**src/hw/dcira_pkg.sv**
```systemverilog
// Package for the dual channel indirect register bank
package dcira_pkg;
    localparam int DCIRA_NUM_CH = 2;
    // Control register indices
    localparam logic [2:0] DCIRA_CR0 = 3'h0;
    localparam logic [2:0] DCIRA_CR1 = 3'h1;
    localparam logic [2:0] DCIRA_CR2 = 3'h2;
    localparam logic [2:0] DCIRA_CR3 = 3'h3;
    localparam logic [2:0] DCIRA_CR4 = 3'h4;
    localparam logic [2:0] DCIRA_CR5 = 3'h5;
    localparam logic [2:0] DCIRA_CR6 = 3'h6;
    localparam logic [2:0] DCIRA_CR7 = 3'h7;
    // Status register indices
    localparam logic [2:0] DCIRA_SR0 = 3'h0;
    localparam logic [2:0] DCIRA_SR1 = 3'h1;
    localparam logic [2:0] DCIRA_SR2 = 3'h2;
    // Main control register field positions, and the transmit enable bit of register 5
    localparam int DCIRA_PTR_LSB = 0;
    localparam int DCIRA_CMD_LSB = 3;
    localparam int DCIRA_CRC_LSB = 6;
    localparam int DCIRA_TX_EN_BIT = 3;
    // Commands
    localparam logic [2:0] DCIRA_CMD_NULL = 3'h0;
    localparam logic [2:0] DCIRA_CMD_RST_EXT = 3'h2;
    localparam logic [2:0] DCIRA_CMD_CH_RST = 3'h3;
    // Reset values
    localparam logic [7:0] DCIRA_REG_RST = 8'h00;
    localparam logic [2:0] DCIRA_PTR_RST = 3'h0;
    localparam logic DCIRA_MARK = 1'b1;

    typedef logic [7:0] dcira_byte_t;

    typedef struct packed {
        logic [1:0][2:0] ptr;
        logic [1:0][7:1][7:0] cr;
        dcira_byte_t shared_bus_interface_control;
        dcira_byte_t shared_status;
        logic [1:0] ext_latch;
        logic [1:0][7:0] ext_snap;
        dcira_byte_t rd_data;
    } dcira_state_t;
endpackage : dcira_pkg

```
**src/hw/dcira_bank.sv**
```systemverilog
// Two-channel indirect control and status register bank
`timescale 1ns/1ps
// Notes on behaviour
// - Control registers 1..7 are reached only through the channel's register pointer.
// - Each channel owns its control registers; register 2A exists once, shared.
// - Software or hardware reset clears the pointer; next write hits register 0.
// - One register 0 write may carry command, pointer, or both; both act.
// - Channel reset clears the pointer; host should not mix it with a pointer.
// - After a nonzero pointer, next control write goes there, then pointer clears.
// - Three status registers per channel, readable at any time.
// - Status register 2 is the only writable status register, shared by channels.
// - Register map: 1 interrupt, 2A bus, 2B vector, 3 rx, 4 mode, 5 tx, 6/7 sync.
// - Status register 0 reports external inputs, receiver phase and buffer status.
// - Chip select low; control path when cd_sel high, data path when low; ch_sel high is B.
// - Command 010 resets the channel's external/status report latch.
// - Channel reset zeroes the channel's registers and holds its transmit line marking.
module dcira_bank
    import dcira_pkg::*;
(
    // Clock and reset
    input wire logic sys_clk,
    input wire logic rst,
    // Host bus
    input wire logic cs_n,
    input wire logic rd_n,
    input wire logic wr_n,
    input wire logic ch_sel,
    input wire logic cd_sel,
    input wire logic [7:0] host_din,
    output logic [7:0] host_dout,
    output logic host_doe,
    // Data path toward channel engines
    output logic [1:0] data_wr_stb,
    output logic [1:0] data_rd_stb,
    input wire logic [1:0][7:0] data_rd_val,
    // Channel status inputs
    input wire logic [1:0][7:0] ext_status,
    input wire logic [1:0][7:0] rx_char_status,
    // Register contents toward the channel engines
    output logic [1:0][7:1][7:0] ctrl_regs,
    output logic [7:0] bus_iface_ctrl,
    output logic [1:0] cmd_stb,
    output logic [1:0][2:0] cmd_code,
    output logic [1:0][1:0] crc_cmd,
    output logic [1:0] tx_mark_hold
);
    // Strobe history and the mark hold travel with the register image
    typedef struct packed {
        dcira_state_t regs;
        logic wr_n_d;
        logic rd_n_d;
        logic [1:0] mark_hold;
    } dcira_bank_state_t;

    localparam dcira_bank_state_t DCIRA_BANK_RST = '{
        regs: '0,
        wr_n_d: 1'b1,
        rd_n_d: 1'b1,
        mark_hold: 2'b11
    };

    dcira_bank_state_t s_r;
    dcira_bank_state_t s_nxt;

    logic wr_pulse;
    logic rd_pulse;
    logic ctl_wr;
    logic ch;
    logic [2:0] din_ptr;
    logic [2:0] din_cmd;
    logic [1:0] din_crc;
    logic [1:0] cmd_hit;
    logic [1:0] ch_rst_cmd;
    logic to_shared_2a;
    logic to_vector;

    // True when the channel select line picks channel c
    function automatic logic chan_hit(input logic sel, input int c);
        return sel == c[0];
    endfunction : chan_hit

    // Register 0 is addressed whenever that channel's pointer rests at zero
    function automatic logic at_main_reg(input dcira_state_t st, input logic c);
        return st.ptr[c] == DCIRA_CR0;
    endfunction : at_main_reg

    function automatic dcira_byte_t status_mux(input dcira_state_t st, input logic c,
                                              input logic [1:0][7:0] rxs, input logic [2:0] p);
        dcira_byte_t v;
        v = 8'h00;
        unique case (p)
            DCIRA_SR0: v = st.ext_snap[c];
            DCIRA_SR1: v = rxs[c];
            DCIRA_SR2: v = st.shared_status;
            default: v = 8'h00;
        endcase
        return v;
    endfunction : status_mux

    // Host strobes are synchronous levels; act once on the falling edge
    assign wr_pulse = !cs_n && !wr_n && s_r.wr_n_d;
    assign rd_pulse = !cs_n && !rd_n && s_r.rd_n_d;
    assign ctl_wr = wr_pulse && cd_sel;
    assign ch = ch_sel;
    assign din_ptr = host_din[DCIRA_PTR_LSB +: 3];
    assign din_cmd = host_din[DCIRA_CMD_LSB +: 3];
    assign din_crc = host_din[DCIRA_CRC_LSB +: 2];

    // Register 2 of channel A is the shared bus register, of channel B the vector
    assign to_shared_2a = s_r.regs.ptr[ch] == DCIRA_CR2 && !ch;
    assign to_vector = s_r.regs.ptr[ch] == DCIRA_CR2 && ch;

    // A register 0 write on channel c carries a command
    always_comb begin
        for (int c = 0; c < DCIRA_NUM_CH; c++) begin
            cmd_hit[c] = ctl_wr && chan_hit(ch, c) && at_main_reg(s_r.regs, ch);
            ch_rst_cmd[c] = cmd_hit[c] && din_cmd == DCIRA_CMD_CH_RST;
        end
    end

    always_comb begin
        s_nxt = s_r;
        s_nxt.wr_n_d = wr_n;
        s_nxt.rd_n_d = rd_n;

        // Latch holds a snapshot until command 010 or a channel reset re-arms it
        for (int c = 0; c < DCIRA_NUM_CH; c++) begin
            if (!s_r.regs.ext_latch[c]) begin
                s_nxt.regs.ext_snap[c] = ext_status[c];
                if (ext_status[c] != s_r.regs.ext_snap[c]) begin
                    s_nxt.regs.ext_latch[c] = 1'b1;
                end
            end
        end

        // Status reads go through the pointer and then release it
        if (rd_pulse) begin
            if (cd_sel) begin
                s_nxt.regs.rd_data = status_mux(s_r.regs, ch, rx_char_status, s_r.regs.ptr[ch]);
                s_nxt.regs.ptr[ch] = DCIRA_PTR_RST;
            end else begin
                s_nxt.regs.rd_data = data_rd_val[ch];
            end
        end

        if (ctl_wr) begin
            if (at_main_reg(s_r.regs, ch)) begin
                // Command and pointer fields both act, except a channel reset clears the pointer
                s_nxt.regs.ptr[ch] = din_ptr;
                unique case (din_cmd)
                    DCIRA_CMD_RST_EXT: begin
                        s_nxt.regs.ext_latch[ch] = 1'b0;
                        s_nxt.regs.ext_snap[ch] = ext_status[ch];
                    end
                    DCIRA_CMD_CH_RST: begin
                        s_nxt.regs.cr[ch] = '0;
                        s_nxt.regs.ext_latch[ch] = 1'b0;
                        if (ch) begin
                            // The vector belongs to channel B, so its status copy clears too
                            s_nxt.regs.shared_status = DCIRA_REG_RST;
                        end
                        // Reset wins over any pointer sent with it
                        s_nxt.regs.ptr[ch] = DCIRA_PTR_RST;
                    end
                    default: ;
                endcase
            end else begin
                // Indirect write, then back to register 0
                if (to_shared_2a) begin
                    s_nxt.regs.shared_bus_interface_control = host_din;
                end else begin
                    s_nxt.regs.cr[ch][s_r.regs.ptr[ch]] = host_din;
                end
                if (to_vector) begin
                    s_nxt.regs.shared_status = host_din;
                end
                s_nxt.regs.ptr[ch] = DCIRA_PTR_RST;
            end
        end

        // Transmit line marks from reset until the transmitter is enabled
        for (int c = 0; c < DCIRA_NUM_CH; c++) begin
            if (ch_rst_cmd[c]) begin
                s_nxt.mark_hold[c] = 1'b1;
            end else if (s_nxt.regs.cr[c][DCIRA_CR5][DCIRA_TX_EN_BIT]) begin
                s_nxt.mark_hold[c] = 1'b0;
            end
        end
    end

    always_ff @(posedge sys_clk or posedge rst) begin
        if (rst) begin
            s_r <= DCIRA_BANK_RST;
        end else begin
            s_r <= s_nxt;
        end
    end

    // Strobes decoded per channel from the same access
    always_comb begin
        for (int c = 0; c < DCIRA_NUM_CH; c++) begin
            data_wr_stb[c] = wr_pulse && !cd_sel && chan_hit(ch, c);
            data_rd_stb[c] = rd_pulse && !cd_sel && chan_hit(ch, c);
            cmd_stb[c] = cmd_hit[c];
            cmd_code[c] = din_cmd;
            crc_cmd[c] = din_crc;
            tx_mark_hold[c] = s_r.mark_hold[c] ? DCIRA_MARK : !DCIRA_MARK;
        end
    end

    assign ctrl_regs = s_r.regs.cr;
    assign bus_iface_ctrl = s_r.regs.shared_bus_interface_control;
    assign host_dout = s_r.regs.rd_data;
    assign host_doe = !cs_n && !rd_n;
endmodule : dcira_bank

```
**config.mk**
```make
export PLATFORM = sky130hd
export DESIGN_NAME = dcira_bank
export DESIGN_NICKNAME = d
export VERILOG_FILES = /design/src/hw/dcira_pkg.sv /design/src/hw/dcira_bank.sv
export SDC_FILE = /design/constraint.sdc
export NUM_CORES = 1
export LEC_CHECK = 0
export BUFFER_PORTS_ARGS = -buffer_cell sky130_fd_sc_hd__buf_2
export CAP_MARGIN = 10
export CORE_MARGIN = 2
export CORE_UTILIZATION = 34
export DETAILED_ROUTE_END_ITERATION = 8
export PLACE_DENSITY_LB_ADDON = 0.25
export SYNTH_ARGS = -nofsm -noshare
export SYNTH_HDL_FRONTEND = slang
export SYNTH_SLANG_ARGS = --single-unit
```
**constraint.sdc**
```tcl
create_clock -name sys_clk -period 6.2 [get_ports sys_clk]
set_input_delay 1.24 -clock sys_clk [delete_from_list [all_inputs] [get_ports sys_clk]]
set_output_delay 1.24 -clock sys_clk [all_outputs]
set_load 0.02 [all_outputs]
```
# Word level (Yosys, flattened, before mapping)
# Cells that the tools add are included.
# classes
magnitude_cmp,4
eq_ne,9
mux,54
bitwise_logic,10
reduce_logical,34
# ops
cell,n
118-bit two-way mux,2
152-bit two-way mux,1
8-bit two-way mux,19
112-bit bitwise AND,1
112-bit bitwise mux,1
56-bit demux with 1-bit select,2
112-bit two-way mux,1
56-bit two-way mux,2
112-bit inverter,1
8-bit demux with 3-bit select,1
8-bit one-hot mux with 3 select lines,1
1-bit logical AND,21
6-bit bitwise AND,3
18-bit two-way mux,1
16-bit bitwise mux,1
16-bit two-way mux,1
8-bit != test,2
6-bit two-way mux,2
1-bit two-way mux,11
"3-bit by 2-bit equality test with 1-bit output, second input constant",3
3-bit two-way mux,3
8-bit demux with 1-bit select,1
6-bit bitwise mux,1
6-bit inverter,1
other kinds (19),28
# totals
ff_bits,164
input_bits,63
wordCells,139

# Logic depth before layout (Yosys ltp)
# Gate-level depths: netlist of run 1.
# depth
depth_word,15
mapped_depth,8
ltp_nobuf,4

# Worst setup path before layout of run 1
# OpenSTA, ideal clock, no wires.
# synth_timing
path_type,input -> output
from,input port ch_sel
to,output port data_rd_stb[0]
t_arrival_ns,2.428
required_time_ns,4.960
setup_slack_ns,2.532
path_stages,5
path_cell_list,buf_4 > buf_6 > buf_4 > clkbuf_1 > nor3_1
# synth_via
elab_chain_cells,2
# synth_lines
item,line_no,rtl
"start, declared",dcira_bank.sv:27,"input wire logic ch_sel,"
1-bit inverter,dcira_bank.sv:79,return sel == c[0];
1-bit logical AND,dcira_bank.sv:203,"data_rd_stb[c] = rd_pulse && !cd_sel && chan_hit(ch, c);"
"end, declared",dcira_bank.sv:34,"output logic [1:0] data_rd_stb,"
# No other way between the ends.

# Worst setup path in the final report of run 1
# layout_timing
from,input port ch_sel
to,output port cmd_stb[1]
# layout_via
elab_chain_cells,4
word_cells_on_any_way,5
classes_between,mux (2); reduce/logical (3)
# layout_lines
item,line_no,rtl
3-bit two-way mux (not written as such) (2 in series),dcira_bank.sv:84,return st.ptr[c] == DCIRA_CR0;
3-bit zero test,dcira_bank.sv:84,
1-bit logical AND (*),dcira_bank.sv:116,"cmd_hit[c] = ctl_wr && chan_hit(ch, c) && at_main_reg(s_r.regs, ch);"
"end, declared",dcira_bank.sv:42,"output logic [1:0] cmd_stb,"
# Mark *: on every way between the ends. The rest lies on a longest branch, timed or not. The select of a mux whose other input is x is not followed.

==> key figures, run 1 <==
Placed design
  • Gp weighted congestion: 0.7555
  • Dpl ws: 2.192 ns
  • DP HPWL: 16510 um
  • Placed Cells: 1098
  • Buffers added on ports: 209

Routing
  • DR iter-0 viols: 393
  • Antenna-violating nets left: 0
  • Routed via count: 5814
  • Drt wl/cell: 21.02 um
  • Vias per cell: 5.150
  • DRT Wirelength: 23730 um
  • Remaining DRCs: 0
  • DRT Pass-1 Iters: 5

Synthesis
  • Top_reg_cell synth: dfrtp_1
  • EDFF count, synth: 0
  • Syn Area/Cell: 11.32 sq um
  • Synth Net Count: 797
  • Post-synth ARST share: 1.000
  • Syn. warnings: 0
  • Mapped Area: 8310 sq um
  • Synth unique cells: 63
  • Mapped Cells: 734
  • Yosys reg bits: 164
  • Seq/Total Area, Yosys: 0.4944

Floorplan
  • Die Height: 160.3 um
  • Starting Density: 0.3437
  • Top Ports: 210
  • Die Footprint: 25710 sq um
  • Row count: 57
  • Core Region: 24180 sq um
  • DIE WIDTH: 160.3 um

Pwr
  • VDD IR-drop max: 0.0001280 V
  • Clock power share: 0.382
  • Tot Pwr: 2.719 mW
  • NetSw: 782.4 uW
  • Logic pwr share: 0.166
  • Int Pwr: 1.936 mW
  • Sw frac: 0.2878
  • Leak: 4.448 nW
  • Power per cell area: 296.3 nW/um^2
  • Reg power frac: 0.452

Timing
  • Period utilization: 0.6467
  • RSZ-0062 raised after global routing: no
  • WHS: 0.4817 ns
  • FMAX: 249.4 MHz
  • Fin. max-slew vios: 0
  • Worst Tran Pin Value: 0.9833 ns
  • Final Hold Fails: 0
  • Minimum clock period: 4.009 ns
  • Setup ws final: 2.191 ns
  • Clk_skew: 0.009913 ns
  • Finish-stage setup viols: 0
  • Setup TNS: 0 ns
  • Slew margin rel.: 0.3428

Finish
  • Most frequent cells in the layout: buf_2, dfrtp_1, a22o_1
  • Area added between synthesis and finish: 10.42%
  • Final non-filler cell total: 1129
  • Share of post-route cells with drive strength above 1: 0.3963
  • Most common cell after layout, fill and taps aside: buf_2
  • Layout net count: 856
  • N_diodes: 0

Critical path
  • CP Max Fanout: 11
  • Setup crit end kind: output port
  • CP required: 4.96 ns
  • Critical Path AT: 2.77 ns
  • Setup crit start kind: primary input
  • Crit Path Category: primary input to output port

CTS
  • Sink Count: 164
  • Clock transition at path regs: 0.06 ns
  • Clock latency at the later pin of the worst-skew pair: 0.43 ns
  • TritonCTS clock tree: yes
  • Root Driver: clkbuf_16
  • Clk buf depth: 2
  • Clock buffers created by TritonCTS: 17
  • Cts-stage hold buffer count: 0
  • H-tree Lvls: 4
  • Post-CTS Setup Bufs: 0
  • Post-cts gate resize count: 0

Global route
  • Total track usage: 0.1878
  • Total grt overflow: 0
  • Largest net degree at the start of global routing: 72
  • Initial antenna violation count: 1
  • First-pass GRT wire length: 36740 um
  • Vias in the first global route: 5877

Min path
  • Worst Hold Class: register to register

Run
  • Max-Cap Viols: 0

Run status
  • Status: complete, no violations
==> cell type report <==
type,instances,area [sq um]
clock buffer,24,501.7
clock inverter,7,71.32
fill,2453,15000
inverter,4,20.02
multi-input combinational,389,2963
sequential,164,4109
tap,324,405.4
timing repair buffer,217,1106
==> flip-flops by register name, summed over array words and instances (netlist names) <==
signal,cells
bus_iface_ctrl,8
host_dout,8
s_r,36
ctrl_regs,112
==> critical path, stage by stage <==
cell     delay, ns
buf_2         0.13
nor4b_2       0.80
nand2_1       0.27
inv_1         0.14
buf_2         0.19
==> metal layers <==
metal | GRT usage | vias to the layer above | part of all wire
met2 | 0.2991 | 189 | 0.47
met5 | 0 | - | 0.00055
li1 | - | 2667 | -
met4 | 0.04300 | 2 | 0.014
met1 | 0.2625 | 2931 | 0.47
met3 | 0.04236 | 25 | 0.051
==> Yosys cell counts, drive strengths merged (11+ instances only) <==
master | number | share of area
a21oi | 11 | 0.0071
nor2 | 41 | 0.019
xnor2 | 14 | 0.015
nand3 | 16 | 0.0096
buf | 157 | 0.14
clkbuf | 20 | 0.0090
mux2 | 45 | 0.061
a32o | 14 | 0.017
o21ai | 36 | 0.023
a22o | 56 | 0.059
nand2 | 21 | 0.0098
dfrtp | 160 | 0.48
o2bb2ai | 29 | 0.031
==> logic make-up (layout without fill, tap and decap cells) <==
kind of cell	count (synthesis)	after routing	synth area share
AND/OR/NAND/NOR	142	142	0.1012
multiplexers	46	46	0.06218
buffers and inverters	181	252	0.1506
AO/OA/AOI/OAI	182	182	0.1716
flip-flops	164	164	0.4944
XOR/XNOR	19	19	0.02002
==> path summary, 6_finish.rpt <==
check / end / slack, ns / cells after the start / from
max: cmd_stb[1] / 2.19 / 5 / ch_sel
min: bus_iface_ctrl[0] / 0.48 / 2 / bus_iface_ctrl[0]
max reg2reg: ctrl_regs[69] / 3.35 / 4 / s_r[163]
min reg2reg: bus_iface_ctrl[0] / 0.48 / 2 / bus_iface_ctrl[0]
max in group asynchronous: ctrl_regs[85] / 4.14 / 3 / rst
min in group asynchronous: ctrl_regs[13] / 0.82 / 2 / rst
==> metrics by stage <==
stage	utilization	instance area [sq um]
after floorplan	-	8310
after global placement	0.3558	8603
after detailed placement	0.3558	8603
after CTS	0.3795	9176
after global routing	0.3795	9176
final	0.3795	9176
==> power groups by stage <==
stage                     clock [mW]  sequential (mW)  combinational [mW]
after global routing            1.11             1.24               0.495
after CTS                       1.07             1.23               0.457
after floorplan                    0             1.21               0.397
after global placement             0             1.25               0.454
final                           1.04             1.23               0.451
after detailed placement           0             1.25               0.456
No activity file was read; power rests on OpenSTA's default activity.
==> run 2, diff against run 1 <==
==> constraint.sdc (replaced) <==
create_clock -name sys_clk -period 3.4 [get_ports sys_clk]
set_input_delay 0.68 -clock sys_clk [delete_from_list [all_inputs] [get_ports sys_clk]]
set_output_delay 0.68 -clock sys_clk [all_outputs]
set_load 0.02 [all_outputs]
==> run 2 against run 1 <==
  * Wire length rose by 0.48%
  * Clock skew grew 0.0048 ns
  * Sequential power grew 82%
  * Die area is the same
  * Worst hold slack worse by 0.20 ns
  * Core utilization increased by 0.66 points
  * Critical endpoint is now cmd_stb[0]
==> key figures, run 2 (synthesis gave the netlist of run 1 again) <==
Critical path
  • Levels on crit path: 4 (-1)
  • CP peak stage delay: 0.65 ns (-0.15 ns)
  • Setup crit end kind: output port
  • CP delay by family, top: simple AND/OR/NAND/NOR gates
  • CP Max Fanout: 18 (+7)
  • Crit-path cells: nor4_4, nand2_1, inv_1, buf_2
  • R2R cell count: 4 (unchanged)
  • Setup crit start kind: register
  • CP required: 2.72 ns (-2.24 ns)
  • CP bufs+invs: 2 (-1)
  • Crit Path Category: register to output port
  • Critical Path AT: 2.29 ns (-0.48 ns)
  • Slowest-stage cell, CP: dfrtp_1

Finish
  • N_diodes: 0 (unchanged)
  • Largest register FFs: 112 (unchanged)
  • Fillers: 2393 (-2.4%)
  • Share of post-route cells with drive strength above 1: 0.4056 (+0.009364)
  • Fin area: 9335 sq um (+1.7%)
  • Area added between synthesis and finish: 12.33%
  • Most common cell after layout, fill and taps aside: buf_2
  • Most frequent cells in the layout: buf_2, dfrtp_1, a22o_1
  • Layout net count: 866 (+1.2%)

Timing
  • Period utilization: 0.8747
  • Clk_skew: 0.01469 ns (+0.004781 ns)
  • FMAX: 336.3 MHz
  • Finish-stage setup viols: 0 (unchanged)
  • Minimum clock period: 2.974 ns
  • Fin. max-slew vios: 0 (unchanged)
  • WHS: 0.2837 ns (-0.1980 ns)
  • Worst Tran Pin Value: 0.8141 ns (-0.1691 ns)
  • Setup TNS: 0 ns (unchanged)
  • Final Hold Fails: 0 (unchanged)
  • Slew margin rel.: 0.4558 (+0.1131)
  • RSZ-0062 raised after global routing: no

CTS
  • H-tree Lvls: 4 (unchanged)
  • Cts-stage hold buffer count: 0 (unchanged)
  • Root Driver: clkbuf_16
  • Sink Count: 164 (unchanged)
  • Clock buffers created by TritonCTS: 17 (unchanged)
  • Clock transition at path regs: 0.07 ns (about the same)
  • TritonCTS clock tree: yes
  • Post-CTS Setup Bufs: 0 (unchanged)
  • Clock latency at the later pin of the worst-skew pair: 0.43 ns (about the same)
  • Clk buf depth: 2 (unchanged)
  • Post-cts gate resize count: 0 (unchanged)

Floorplan
  • Starting Density: 0.3437 (unchanged)
  • Top Ports: 210 (unchanged)
  • Row count: 57 (unchanged)
  • DIE WIDTH: 160.3 um (unchanged)
  • Die Height: 160.3 um (unchanged)
  • Core Region: 24180 sq um (unchanged)
  • Die Footprint: 25710 sq um (unchanged)

Global route
  • First-pass GRT wire length: 36650 um (-0.26%)
  • Total track usage: 0.1888 (+0.0009855)
  • Initial antenna violation count: 1 (unchanged)
  • Largest net degree at the start of global routing: 54 (-25%)
  • Vias in the first global route: 5934 (+0.97%)
  • Total grt overflow: 0 (unchanged)

Routing
  • Antenna-violating nets left: 0 (unchanged)
  • Vias per cell: 5.073 (-1.5%)
  • Remaining DRCs: 0 (unchanged)
  • DRT Pass-1 Iters: 4 (-1)
  • DR iter-0 viols: 418 (+6.4%)
  • Drt wl/cell: 20.91 um (-0.49%)
  • DRT Wirelength: 23840 um (+0.48%)
  • Routed via count: 5783 (-0.53%)

Placed design
  • Gp weighted congestion: 0.7730 (+2.3%)
  • Placed cell area: 8708 sq um (+1.2%)
  • Buffers added on ports: 209 (unchanged)
  • DP HPWL: 16990 um (+2.9%)

Pwr
  • Tot Pwr: 5.128 mW (+89%)
  • Power per cell area: 549.4 nW/um^2 (+85%)
  • VDD IR-drop max: 0.0003259 V (+150%)
  • Leak: 4.533 nW (+1.9%)

Run status
  • Status: complete, no violations

Run
  • Max-Cap Viols: 0 (unchanged)

Min path
  • Worst Hold Class: primary input to async pin
-- run 2: path summary, 6_finish.rpt --
check / start / end / slack [ns]
hold reg to reg: ctrl_regs[50] / ctrl_regs[50] / 0.49
hold / removal: rst / ctrl_regs[13] / 0.28
setup reg to reg: s_r[158] / s_r[18] / 0.87
max in group asynchronous: rst / s_r[1] / 2.43
min in group sys_clk: rd_n / s_r[2] / 0.37
setup / recovery: s_r[158] / cmd_stb[0] / 0.43
-- run 2: worst reg2reg max path, stage by stage (launching register included) --
cell,delay [ns]
dfrtp_1,0.65
nor4_4,0.62
nand2_1,0.29
o21ai_2,0.48
mux2_2,0.39
-- run 2: final cells by class --
class / instances / area, sq um / area share
Sequential cell: 164 / 4109 / 0.4402
Clock inverter: 13 / 173.9 / 0.01863
Multi-Input combinational cell: 389 / 2957 / 0.3167
Tap cell: 324 / 405.4 / 0.04343
Timing Repair Buffer: 227 / 1219 / 0.1305
Clock buffer: 19 / 452.9 / 0.04852
Inverter: 4 / 18.77 / 0.002010
-- run 2: routing by layer --
metal | track usage | vias up | share of wire
met3 | 0.04390 | 25 | 0.051
li1 | - | 2684 | -
met4 | 0.05160 | 2 | 0.013
met2 | 0.2940 | 158 | 0.47
met1 | 0.2654 | 2914 | 0.47
met5 | 0 | - | 0.00046
-- run 2: per-stage QoR --
| stage | setup slack (ns) | std cells | utilization |
|---|---|---|---|
| 2_1_floorplan | 0.6385 | 734 | - |
| 3_3_place_gp | 0.6080 | 1108 | 0.3602 |
| 3_5_place_dp | 0.5803 | 1108 | 0.3602 |
| 4_1_cts | 0.4537 | 1140 | 0.3861 |
| 5_1_grt | 0.2877 | 1140 | 0.3861 |
| 6_report | 0.4261 | 1140 | 0.3861 |
-- run 2: power breakdown --
part           internal [mW]  switching, mW  leakage (nW)  total (mW)
registers               2.10          0.142          2.21        2.24
clock network           1.21          0.845         0.302        2.05
logic                  0.341          0.496          2.02       0.837
total                   3.65           1.48          4.53        5.13
